<file path="src/rtl/ioexp_pkg.sv">
package ioexp_pkg;

  // port width
  localparam int unsigned IOEXP_W = 8;

  // register pointer codes
  localparam logic [1:0] IOEXP_REG_INPUT_LEVELS = 2'h0;
  localparam logic [1:0] IOEXP_REG_OUTPUT_LEVELS = 2'h1;
  localparam logic [1:0] IOEXP_REG_INPUT_INVERSION = 2'h2;
  localparam logic [1:0] IOEXP_REG_PIN_DIRECTION = 2'h3;

  // reset values
  localparam logic [7:0] IOEXP_OUTPUT_LEVELS_RST = 8'hFF;
  localparam logic [7:0] IOEXP_INPUT_INVERSION_RST = 8'h00;
  localparam logic [7:0] IOEXP_PIN_DIRECTION_RST = 8'hFF;
  localparam logic [7:0] IOEXP_INPUT_LEVELS_RST = 8'h00;

  // fixed upper five bits of the seven-bit bus address
  localparam logic [4:0] IOEXP_ADDR_FIXED = 5'h10;

  // bits per byte on the bus and command field position
  localparam logic [3:0] IOEXP_BITS_PER_BYTE = 4'h8;
  localparam int unsigned IOEXP_CMD_CODE_W = 2;

  // fastest serial clock accepted, and sampling clock
  localparam int unsigned IOEXP_SCL_MAX_HZ = 400_000;
  localparam int unsigned IOEXP_CLK_HZ = 250_000_000;
  localparam int unsigned IOEXP_SCL_MIN_CYCLES =
    IOEXP_CLK_HZ / IOEXP_SCL_MAX_HZ;

  typedef enum logic [3:0] {
    IOEXP_ST_IDLE,
    IOEXP_ST_ADDR,
    IOEXP_ST_ADDR_ACK,
    IOEXP_ST_CMD,
    IOEXP_ST_CMD_ACK,
    IOEXP_ST_WDATA,
    IOEXP_ST_WDATA_ACK,
    IOEXP_ST_RDATA,
    IOEXP_ST_RDATA_ACK
  } ioexp_state_e;

endpackage

</file>
<file path="src/rtl/ioexp_top.sv">
`timescale 1ns/1ps

// Behaviour
// - eight-bit direction register picks input or output per pin
// - captured pin levels and drive levels kept in separate registers
// - inversion register flips the read sense of each input bit
// - all four registers can be read back by the bus master
// - alert pulled low while any input differs from its captured level
// - power-up loads register defaults and idles the bus state machine
// - low reset pin gives the same initialisation without power loss
// - two strap pins set the low address bits, four devices per bus
// - after any reset all eight pins are inputs
// - first byte after a write address is stored as register pointer
// - code 0 read-only input levels; codes 1 to 3 read-write
// - bus works from static up to 400 kHz serial clock
// - alert released when input returns or input levels are read
// - direction 1 means high-impedance input, 0 drives output level
// - output reads return flip-flops; writes to input levels ignored
// - inversion bit 1 inverts the input bit, 0 leaves it
module ioexp_top
  import ioexp_pkg::*;
#(
  parameter logic [4:0] ADDR_FIXED = IOEXP_ADDR_FIXED,
  parameter int unsigned W = IOEXP_W
) (
  input wire logic clock_i, // system clock
  input wire logic rst_i, // async reset, active high
  input wire logic reset_pin_n_i, // device reset pin, active low
  input wire logic scl_i, // serial clock line level
  input wire logic sda_i, // serial data line level
  output logic sda_o, // data line drive value, always low
  output logic sda_oe_o, // high while pulling data line low
  input wire logic addr_strap_low_i, // address strap bit 0
  input wire logic addr_strap_high_i, // address strap bit 1
  input wire logic [W-1:0] port_pin_i, // port pin levels
  output logic [W-1:0] port_pin_o, // port pin drive values
  output logic [W-1:0] port_pin_oe_o, // high where a pin is an output
  output logic change_alert_o, // alert drive value, always low
  output logic change_alert_oe_o // high while alert is pulled low
);

  // serial line samples for edge detection
  logic scl_q;
  logic sda_q;

  // bus engine state
  ioexp_state_e st_q;
  logic [3:0] bit_cnt_q;
  logic [7:0] rx_q;
  logic [7:0] tx_q;
  logic [1:0] ptr_q;
  // master refused the last read byte
  logic nack_q;
  logic sda_oe_q;

  // register file
  logic [W-1:0] input_levels_q;
  logic [W-1:0] output_levels_q;
  logic [W-1:0] input_inversion_q;
  logic [W-1:0] pin_direction_q;
  // one-cycle flag that captures the pins right after a reset
  logic init_q;

  // pin side flops
  logic [W-1:0] pin_oe_q;
  logic alert_oe_q;
  logic zero_q;

  // bus events, oversampled at the system clock
  logic scl_rise;
  logic scl_fall;
  logic start_c;
  logic stop_c;
  logic byte_done;
  logic addr_hit;
  logic cmd_ok;
  logic ack_c;
  logic rx_state;
  logic ld_rd;
  logic wr_stb;
  logic cap_c;
  logic soft_rst;
  logic [W-1:0] rd_byte;
  logic [W-1:0] mismatch;
  ioexp_state_e ack_st;

  // register read mux
  function automatic logic [W-1:0] reg_read(
    input logic [1:0] ptr,
    input logic [W-1:0] pins,
    input logic [W-1:0] outs,
    input logic [W-1:0] inv,
    input logic [W-1:0] dir
  );
    logic [W-1:0] r;
    r = '0;
    unique case (ptr)
      IOEXP_REG_INPUT_LEVELS: r = pins ^ inv;
      IOEXP_REG_OUTPUT_LEVELS: r = outs;
      IOEXP_REG_INPUT_INVERSION: r = inv;
      IOEXP_REG_PIN_DIRECTION: r = dir;
    endcase
    return r;
  endfunction

  // 250 MHz oversampling covers any bus clock up to fast mode
  assign scl_rise = scl_i & ~scl_q;
  assign scl_fall = ~scl_i & scl_q;
  assign start_c = scl_i & scl_q & sda_q & ~sda_i;
  assign stop_c = scl_i & scl_q & ~sda_q & sda_i;
  assign byte_done = scl_fall && (bit_cnt_q == IOEXP_BITS_PER_BYTE);
  // the reset pin acts as a synchronous clear of the block, except the scl_q and sda_q line samples
  assign soft_rst = ~reset_pin_n_i;

  assign addr_hit = rx_q[7:1] ==
    {ADDR_FIXED, addr_strap_high_i, addr_strap_low_i};
  assign cmd_ok = rx_q[7:IOEXP_CMD_CODE_W] == '0;

  assign rx_state = (st_q == IOEXP_ST_ADDR) || (st_q == IOEXP_ST_CMD) ||
    (st_q == IOEXP_ST_WDATA);
  assign ack_c = rx_state && ((st_q == IOEXP_ST_ADDR) ? addr_hit :
    (st_q == IOEXP_ST_CMD) ? cmd_ok : 1'b1);
  assign ack_st = (st_q == IOEXP_ST_ADDR) ? IOEXP_ST_ADDR_ACK :
    (st_q == IOEXP_ST_CMD) ? IOEXP_ST_CMD_ACK : IOEXP_ST_WDATA_ACK;

  // a read byte is loaded at the fall that ends an acknowledge
  assign ld_rd = scl_fall &&
    (((st_q == IOEXP_ST_ADDR_ACK) && rx_q[0]) ||
     ((st_q == IOEXP_ST_RDATA_ACK) && !nack_q));
  assign wr_stb = (st_q == IOEXP_ST_WDATA) && byte_done;
  // an input-level read recaptures the pins and so clears the alert
  assign cap_c = ld_rd && (ptr_q == IOEXP_REG_INPUT_LEVELS);

  // read value is taken into the shifter when the byte is loaded
  assign rd_byte = reg_read(ptr_q, port_pin_i, output_levels_q,
    input_inversion_q, pin_direction_q);

  // inputs that have moved away from the captured level
  // output pins are masked, so driving them never raises the alert
  assign mismatch = (port_pin_i ^ input_levels_q) & pin_direction_q;

  always_ff @(posedge clock_i or posedge rst_i) begin
    if (rst_i) begin
      scl_q <= 1'b1;
      sda_q <= 1'b1;
    end else begin
      scl_q <= scl_i;
      sda_q <= sda_i;
    end
  end

  // bus engine
  always_ff @(posedge clock_i or posedge rst_i) begin
    if (rst_i) begin
      st_q <= IOEXP_ST_IDLE;
      bit_cnt_q <= '0;
      rx_q <= '0;
      tx_q <= '0;
      ptr_q <= IOEXP_REG_INPUT_LEVELS;
      nack_q <= 1'b0;
      sda_oe_q <= 1'b0;
    end else if (soft_rst) begin
      st_q <= IOEXP_ST_IDLE;
      bit_cnt_q <= '0;
      rx_q <= '0;
      tx_q <= '0;
      ptr_q <= IOEXP_REG_INPUT_LEVELS;
      nack_q <= 1'b0;
      sda_oe_q <= 1'b0;
    end else if (start_c) begin
      // a start restarts the engine even in the middle of a byte
      st_q <= IOEXP_ST_ADDR;
      bit_cnt_q <= '0;
      sda_oe_q <= 1'b0;
    end else if (stop_c) begin
      st_q <= IOEXP_ST_IDLE;
      sda_oe_q <= 1'b0;
    end else if (ld_rd) begin
      st_q <= IOEXP_ST_RDATA;
      bit_cnt_q <= '0;
      sda_oe_q <= ~rd_byte[7];
      tx_q <= {rd_byte[6:0], 1'b0};
    end else begin
      unique case (st_q)
        IOEXP_ST_IDLE: begin
          // bus idle or refused: keep the data line released
          sda_oe_q <= 1'b0;
        end
        IOEXP_ST_ADDR, IOEXP_ST_CMD, IOEXP_ST_WDATA: begin
          if (scl_rise) begin
            rx_q <= {rx_q[6:0], sda_i};
            bit_cnt_q <= bit_cnt_q + 4'h1;
          end else if (byte_done) begin
            bit_cnt_q <= '0;
            if (st_q == IOEXP_ST_CMD) begin
              // pointer keeps its low bits even for a refused code
              ptr_q <= rx_q[1:0];
            end
            if (ack_c) begin
              sda_oe_q <= 1'b1;
              st_q <= ack_st;
            end else begin
              st_q <= IOEXP_ST_IDLE;
            end
          end
        end
        IOEXP_ST_ADDR_ACK, IOEXP_ST_CMD_ACK, IOEXP_ST_WDATA_ACK: begin
          if (scl_fall) begin
            sda_oe_q <= 1'b0;
            st_q <= (st_q == IOEXP_ST_ADDR_ACK) ? IOEXP_ST_CMD :
              IOEXP_ST_WDATA;
          end
        end
        IOEXP_ST_RDATA: begin
          if (scl_rise) begin
            bit_cnt_q <= bit_cnt_q + 4'h1;
          end else if (byte_done) begin
            bit_cnt_q <= '0;
            sda_oe_q <= 1'b0;
            st_q <= IOEXP_ST_RDATA_ACK;
          end else if (scl_fall) begin
            sda_oe_q <= ~tx_q[7];
            tx_q <= {tx_q[6:0], 1'b0};
          end
        end
        IOEXP_ST_RDATA_ACK: begin
          // pointer stays, so a further byte re-reads the same register
          if (scl_rise) begin
            nack_q <= sda_i;
          end else if (scl_fall) begin
            st_q <= IOEXP_ST_IDLE;
          end
        end
      endcase
    end
  end

  // register file
  always_ff @(posedge clock_i or posedge rst_i) begin
    if (rst_i) begin
      output_levels_q <= IOEXP_OUTPUT_LEVELS_RST;
      input_inversion_q <= IOEXP_INPUT_INVERSION_RST;
      pin_direction_q <= IOEXP_PIN_DIRECTION_RST;
      input_levels_q <= IOEXP_INPUT_LEVELS_RST;
      init_q <= 1'b1;
    end else if (soft_rst) begin
      output_levels_q <= IOEXP_OUTPUT_LEVELS_RST;
      input_inversion_q <= IOEXP_INPUT_INVERSION_RST;
      pin_direction_q <= IOEXP_PIN_DIRECTION_RST;
      input_levels_q <= IOEXP_INPUT_LEVELS_RST;
      init_q <= 1'b1;
    end else begin
      // capture after reset, and again on every input-level read
      if (init_q || cap_c) begin
        input_levels_q <= port_pin_i;
      end
      init_q <= 1'b0;
      // writes to code 0 are acknowledged and dropped
      if (wr_stb) begin
        unique case (ptr_q)
          IOEXP_REG_INPUT_LEVELS: ;
          IOEXP_REG_OUTPUT_LEVELS: output_levels_q <= rx_q;
          IOEXP_REG_INPUT_INVERSION: input_inversion_q <= rx_q;
          IOEXP_REG_PIN_DIRECTION: pin_direction_q <= rx_q;
        endcase
      end
    end
  end

  // pin drivers and change alert
  always_ff @(posedge clock_i or posedge rst_i) begin
    if (rst_i) begin
      alert_oe_q <= 1'b0;
      zero_q <= 1'b0;
    end else if (soft_rst) begin
      alert_oe_q <= 1'b0;
      zero_q <= 1'b0;
    end else begin
      // a pin turned from output to input may raise a stale alert
      alert_oe_q <= ~init_q & ~soft_rst & (|mismatch);
      zero_q <= 1'b0;
    end
  end

  // drive enables, cleared by the reset pin without waiting a cycle
  for (genvar g = 0; g < W; g++) begin : g_pin_oe
    always_ff @(posedge clock_i or posedge rst_i) begin
      if (rst_i) begin
        pin_oe_q[g] <= 1'b0;
      end else if (soft_rst) begin
        pin_oe_q[g] <= 1'b0;
      end else begin
        pin_oe_q[g] <= ~pin_direction_q[g];
      end
    end
  end

  assign sda_o = zero_q;
  assign sda_oe_o = sda_oe_q;
  assign port_pin_o = output_levels_q;
  assign port_pin_oe_o = pin_oe_q;
  assign change_alert_o = zero_q;
  assign change_alert_oe_o = alert_oe_q;

endmodule

</file>
<file path="config.mk">
export PLATFORM = sky130hd
export DESIGN_NAME = ioexp_top
export DESIGN_NICKNAME = d
export VERILOG_FILES = /design/src/rtl/ioexp_pkg.sv /design/src/rtl/ioexp_top.sv
export SDC_FILE = /design/constraint.sdc
export NUM_CORES = 1
export LEC_CHECK = 0
export BUFFER_PORTS_ARGS = -buffer_cell sky130_fd_sc_hd__clkbuf_2
export CORE_MARGIN = 2
export CORE_UTILIZATION = 38
export DETAILED_ROUTE_END_ITERATION = 8
export GPL_ROUTABILITY_DRIVEN = 1
export RECOVER_POWER = 50
export SLEW_MARGIN = 15
export SYNTH_ARGS = -nofsm -noshare
export SYNTH_HDL_FRONTEND = slang
export SYNTH_SLANG_ARGS = --single-unit
</file>
<file path="constraint.sdc">
create_clock -name clock_i -period 3.93 [get_ports clock_i]
set_input_delay 0.1965 -clock clock_i [delete_from_list [all_inputs] [get_ports clock_i]]
set_output_delay 0.1965 -clock clock_i [all_outputs]
set_load 0.01 [all_outputs]
</file>
* Yosys cells after proc, flatten, opt, wreduce, memory -nomap -nowiden
Index checks and enable logic that the tools add are counted.
Operators by class: reductions and logical operators 29, multiplexer cells 87, $add $sub $neg 1, bitwise gates (word level) 27, eq/ne operators 45
Operators with widths (count):
- $mux W8 | 25
- $mux W4 | 18
- $ne A6 B6 Y1 const B | 8
- $pmux W8 S4 | 1
- $mux W1 | 29
- $ne A2 B1 Y1 const B | 10
- $mux W2 | 9
- $eq A4 B3 Y1 const B | 4
- $ne A8 B1 Y1 const B | 2
- $pmux W4 S4 | 1
- $xor A8 B8 Y8 | 2
- $not A1 Y1 | 15
- $reduce_and A7 Y1 | 2
- $reduce_and A5 Y1 | 2
- $and A1 B1 Y1 | 9
- $mux W3 | 3
- $and A8 B8 Y8 | 1
- $eq A4 B2 Y1 const B | 2
- $eq A4 B4 Y1 const B | 2
- $ne A2 B2 Y1 const B | 4
- $reduce_and A8 Y1 | 1
- $reduce_or A8 Y1 | 1
- $eq A7 B7 Y1 | 1
- $logic_and A1 B1 Y1 | 7
- other kinds (21) | 30
Storage, ports and cells: output and inout port bits 20, input bits 15, register bits after elaboration 72

* Longest topological paths before layout
depth in word-level cells 12, depth in mapped cells 8, gate-level depth less buffers 7

* Least setup slack after synthesis
OpenSTA, ideal clock, no wires.
path kind register to register, start point register scl_q, end point register bit_cnt_q[3], data arrival time 1.742 ns, required time 3.861 ns, cell stages (with the launch flop) 7, slack 2.119 ns, library setup time 0.069 ns, cell sequence dfstp_2 -> buf_6 -> and4bb_2 -> a21oi_1 -> o211a_4 -> or4_1 -> nand3_1
Between the ends: word-level cells in the longest chain between the ends 8, elaborated cells between the ends (all ways) 20, those cells by class eq/ne: 3; mux: 6; bitwise: 8; reduce/logical: 3
Ends and longest elaborated chain:
- start: declaration | line ioexp_top.sv:43 | logic scl_q;
- start signal: assignment | line ioexp_top.sv:147 | scl_q <= scl_i;
- $not A1 Y1 | line ioexp_top.sv:107 | assign scl_rise = scl_i & ~scl_q;
- $and A1 B1 Y1 | line ioexp_top.sv:107
- $mux W4 | line ioexp_top.sv:190 | if (scl_rise) begin
- $mux W4
- $mux W4 | line ioexp_top.sv:178 | end else if (ld_rd) begin
- $mux W4 | line ioexp_top.sv:175 | end else if (stop_c) begin
- $mux W4 | line ioexp_top.sv:170 | end else if (start_c) begin
- $mux W4 | line ioexp_top.sv:162 | end else if (soft_rst) begin
- end signal: assignment | line ioexp_top.sv:192 | bit_cnt_q <= bit_cnt_q + 4'h1;
- end signal: assignment | line ioexp_top.sv:216 | bit_cnt_q <= bit_cnt_q + 4'h1;
- end: declaration | line ioexp_top.sv:48 | logic [3:0] bit_cnt_q;
Parallel ways exist; a longest one is shown, timed or not. The select of a mux whose other input is x is not followed. A chain may end at the register's enable or synchronous reset.

* Final worst setup path
start point input reset_pin_n_i, end point register rx_q[3]
Between the ends: word-level cells in the longest chain between the ends 2, elaborated cells between the ends (all ways) 7, those cells by class eq/ne: 5; mux: 1; reduce/logical: 1
Ends and longest elaborated chain:
- start: declaration | line ioexp_top.sv:28 | input wire logic reset_pin_n_i,
- $ne A2 B1 Y1 (no source line) or $ne A2 B2 Y1 (tied branches)
- $reduce_and A5 Y1 (no source line)
- end signal: assignment | line ioexp_top.sv:191 | rx_q <= {rx_q[6:0], sda_i};
- end: declaration | line ioexp_top.sv:49 | logic [7:0] rx_q;
Parallel ways exist; a longest one is shown, timed or not.

==> summary.md <==
| Metric | Value |
|---|---|
| RSZ-0062 raised after global routing | `false` |
| Worst-path clk slew | `0.08 ns` |
| Root Buffer | `clkbuf_8` |
| Total power | `1514 uW` |
| Worst r2r src | `st_q[3]` |
| Initial Util | `0.3899` |
| Post-CTS setup buffer count | `0` |
| Later-pin clock latency in the skew report | `0.36 ns` |
| Final min period | `2.867 ns` |
| Most frequent cell after synthesis | `nand2_1` |
| NetSw | `406.5 uW` |
| Synthesized instance count | `387` |
| Vias | `2880` |
| Die X-Extent | `104.1 um` |
| Vias in the first global route | `2891` |
| Reg-to-Reg End | `input_levels_q[6]` |
| Worst hold slack | `0.1096 ns` |
| Worst-Margin Slew | `1.928 ns` |
| Core Util, Final | `0.4322` |
| Maximum clock path buffer count | `2` |
| Reg2Reg Setup Slack | `1.49 ns` |
| Worst hold path type | `primary input to register` |
| Synth cell types | `67` |
| Tcrit/Tclk final | `0.7296` |
| Most Frequent Cell on Critical Path | `clkbuf_1` |
| Post-Synthesis Mean Instance Area | `9.848 um2` |
| DR iter-0 viols | `166` |
| Top sig layer | `met4` |
| Clock skew | `0.01046 ns` |
| Leak pwr | `0.001837 uW` |
| Post-Route WL | `8.915 mm` |
| Hold path endpoint | `input_levels_q[4]` |
| Top-area cell type share of the netlist area | `0.3414` |
| XOR/XNOR Fraction of Synth Area | `0.04366` |
| Number of nets in the layout | `430` |
| Layout cell share with drive strength beyond 1 | `0.1483` |
| Synth-to-Final Area Change | `10.83%` |
| Avg WL per Cell | `16.18 um` |
| Total negative slack | `0 ns` |
| Final hold violations | `0` |
| Number of synthesized flops with an enable pin | `0` |
| Max FO, Critical Path | `42` |
| Die H | `104.1 um` |
| Failing checks | `capacitance limit, slew limit` |
| Gpl congestion | `0.7779` |
| Clock share of power | `0.379` |
| Number of synthesized register bits | `71` |
| Rows | `36` |
| CP max stage cell | `clkbuf_1` |
| Maximum vdd drop | `0.0001344 V` |
| Worst hold start | `port_pin_i[4]` |
| Post-synthesis adder-cell area fraction | `0.006566` |
| Top cells by count, synth | `nand2_1 (55), dfrtp_1 (52), mux2i_1 (34)` |
| TritonCTS clock tree | `built` |
| Max frequency | `348.8 MHz` |
| Detailed placer's ending HPWL | `6.057 mm` |
| Net Sw Frac | `0.2686` |
| Ys async rst share | `1.000` |
| Yosys top cell by area | `dfrtp_1` |
| Internal power | `1107 uW` |
| CTS Buf Count | `9` |
| DR DRC count | `0` |
| Slew headroom | `-0.2855` |
| Power Density | `358.3 mW/mm2` |
| Vias/cell | `5.227` |
| Status | `complete, but fails checks` |
| Core Box Area | `0.009774 mm2` |
| Combinational Power Share | `0.107` |
| CP required | `4.15 ns` |
| Critical path class | `primary input to register` |
| Seq/Total Area, Yosys | `0.4724` |
| IO buf count | `32` |
| Synth Area in Compound Gates | `0.1412` |
| Worst setup SP type | `primary input` |
| Drt pass-1 iters | `4` |
| Main combinational cell family by area after synthesis | `simple AND/OR/NAND/NOR gates` |
| Design Area, Final | `0.004224 mm2` |
| Max H-tree Level | `3` |
| Ant diodes | `0` |
| Setup Viol. Count Final | `0` |
| Initial antenna violation count | `0` |
| GRT overflow | `0` |
| Synth warnings | `0` |
| R2R depth | `4` |
| Top area cells in the synthesized netlist | `dfrtp_1 (34%), dfstp_2 (13%), mux2i_1 (8.9%)` |
| Flop pwr share | `0.514` |
| Post-Syn Area | `0.003811 mm2` |
| IO Pins | `35` |
| Pin count of the biggest net entering global routing | `43` |
| Total GRT Usage | `0.1775` |
| Max Cap Viol | `1` |
| Area after DPL | `0.004033 mm2` |
| Clk sinks | `71` |
| Max-slew violations | `43` |
| Routed wl met3 | `301 um` |
| Top FF cell, synth | `dfrtp_1` |
| Crit path max-delay family | `buffers and inverters` |
| First-pass GRT wire length | `15.08 mm` |
| Met1 wire length | `4.363 mm` |
| CP Cell Sequence | `clkbuf_1 > inv_1 > clkbuf_1 > a21o_1 > nand3_1 > o21ai_0` |
| CP Buf/Inv Count | `3` |
| Met2 routed WL | `4.056 mm` |
| Synth Area in Simple Gates | `0.1868` |
| Die Area | `0.01085 mm2` |
| Routed Antenna Nets | `0` |
| Hold-critical path depth | `3` |
| Worst path arrival time | `3.09 ns` |
| CP endpoint kind | `register` |
| Mux contribution to synthesized area | `0.09521` |
| Max stage delay on crit path | `1.35 ns` |
==> layout by cell type, fill, tap and decap left out, types with 2 or more instances in the layout <==
cell	instances
nand2_1	55
ha_1	2
dfrtp_1	52
clkbuf_2	20
a22oi_1	2
a21oi_1	12
nand3_1	15
conb_1	2
a211oi_1	6
nor2b_1	8
nand4_2	2
a31o_2	2
nor2_1	27
nand2b_1	3
mux2i_1	34
o211ai_1	10
nor4_1	2
xor2_1	8
dlygate4sd3_1	3
nand4_1	3
a211o_1	2
nor3_1	4
a31oi_1	4
clkinvlp_4	2
o21ai_0	23
dfstp_2	11
clkbuf_1	18
dfstp_1	8
clkbuf_8	9
xnor2_1	11
inv_1	20
==> power groups by stage <==
stage          clock network (uW)  registers (uW)  logic [uW]
2_1_floorplan                   0             777         133
3_3_place_gp                    0             791         159
3_5_place_dp                    0             792         161
4_1_cts                       586             778         164
5_1_grt                       620             781         184
6_report                      573             778         162
==> worst max path at each step <==
stage                             end  slack, ns  cells after the start           from
floorplan                bit_cnt_q[0]       1.97                      1          rst_i
finish                        rx_q[3]       1.06                      6  reset_pin_n_i
global placement    input_levels_q[5]       1.54                      4        st_q[3]
CTS                 input_levels_q[6]       1.48                      4        st_q[3]
global route                  rx_q[0]       0.75                      6  reset_pin_n_i
detailed placement  input_levels_q[6]       1.49                      4        st_q[3]
==> state kept, by name (all words and copies together), names as in the netlist, 7 cells and up <==
name               flops
port_pin_oe_o          8
input_levels_q         8
port_pin_o             8
pin_direction_q        8
rx_q                   8
input_inversion_q      8
tx_q                   7
==> metal layers <==
layer	vias to the layer above	GRT usage
met5	-	0
met1	1405	0.2394
met2	52	0.2726
met4	0	0.07625
met3	15	0.04261
li1	1408	-
==> worst reg2reg max path: cells and delay by family (launching register included) <==
| kind | cells | cell delay, ns |
|---|---|---|
| AOI/OAI and AO/OA | 3 | 1.50 |
| DFF | 1 | 0.56 |
| and+or+nand+nor | 1 | 0.24 |
==> logic make-up after synthesis <==
kind of cell,Yosys count
other cells,1
compound gates,78
buf+inv,44
fa+ha+maj,2
xor+xnor,19
simple gates,136
mux,36
flops,71
==> layout make-up <==
| class | instances | area (um2) |
|---|---|---|
| multi-input cells | 273 | 1812 |
| inverters | 21 | 78.83 |
| flip-flops and latches | 71 | 1800 |
| repair buffers | 37 | 182.7 |
| clock inverters | 3 | 45.04 |
| well taps | 133 | 166.4 |
| fillers | 988 | 5550 |
| clock buffers | 13 | 138.9 |
==> stage by stage <==
stage	setup slack [ns]	std cells
2_1_floorplan	1.968	388
3_3_place_gp	1.537	532
3_5_place_dp	1.488	532
4_1_cts	1.483	550
5_1_grt	0.7485	551
6_report	1.063	551
==> repair_timing <==
action,CTS,global route
hold buffers,2,1
endpoints found under the setup margin,0,0
hold endpoints to repair,20,1
gates resized for setup,0,0
Power figures use the tool's default switching activity.
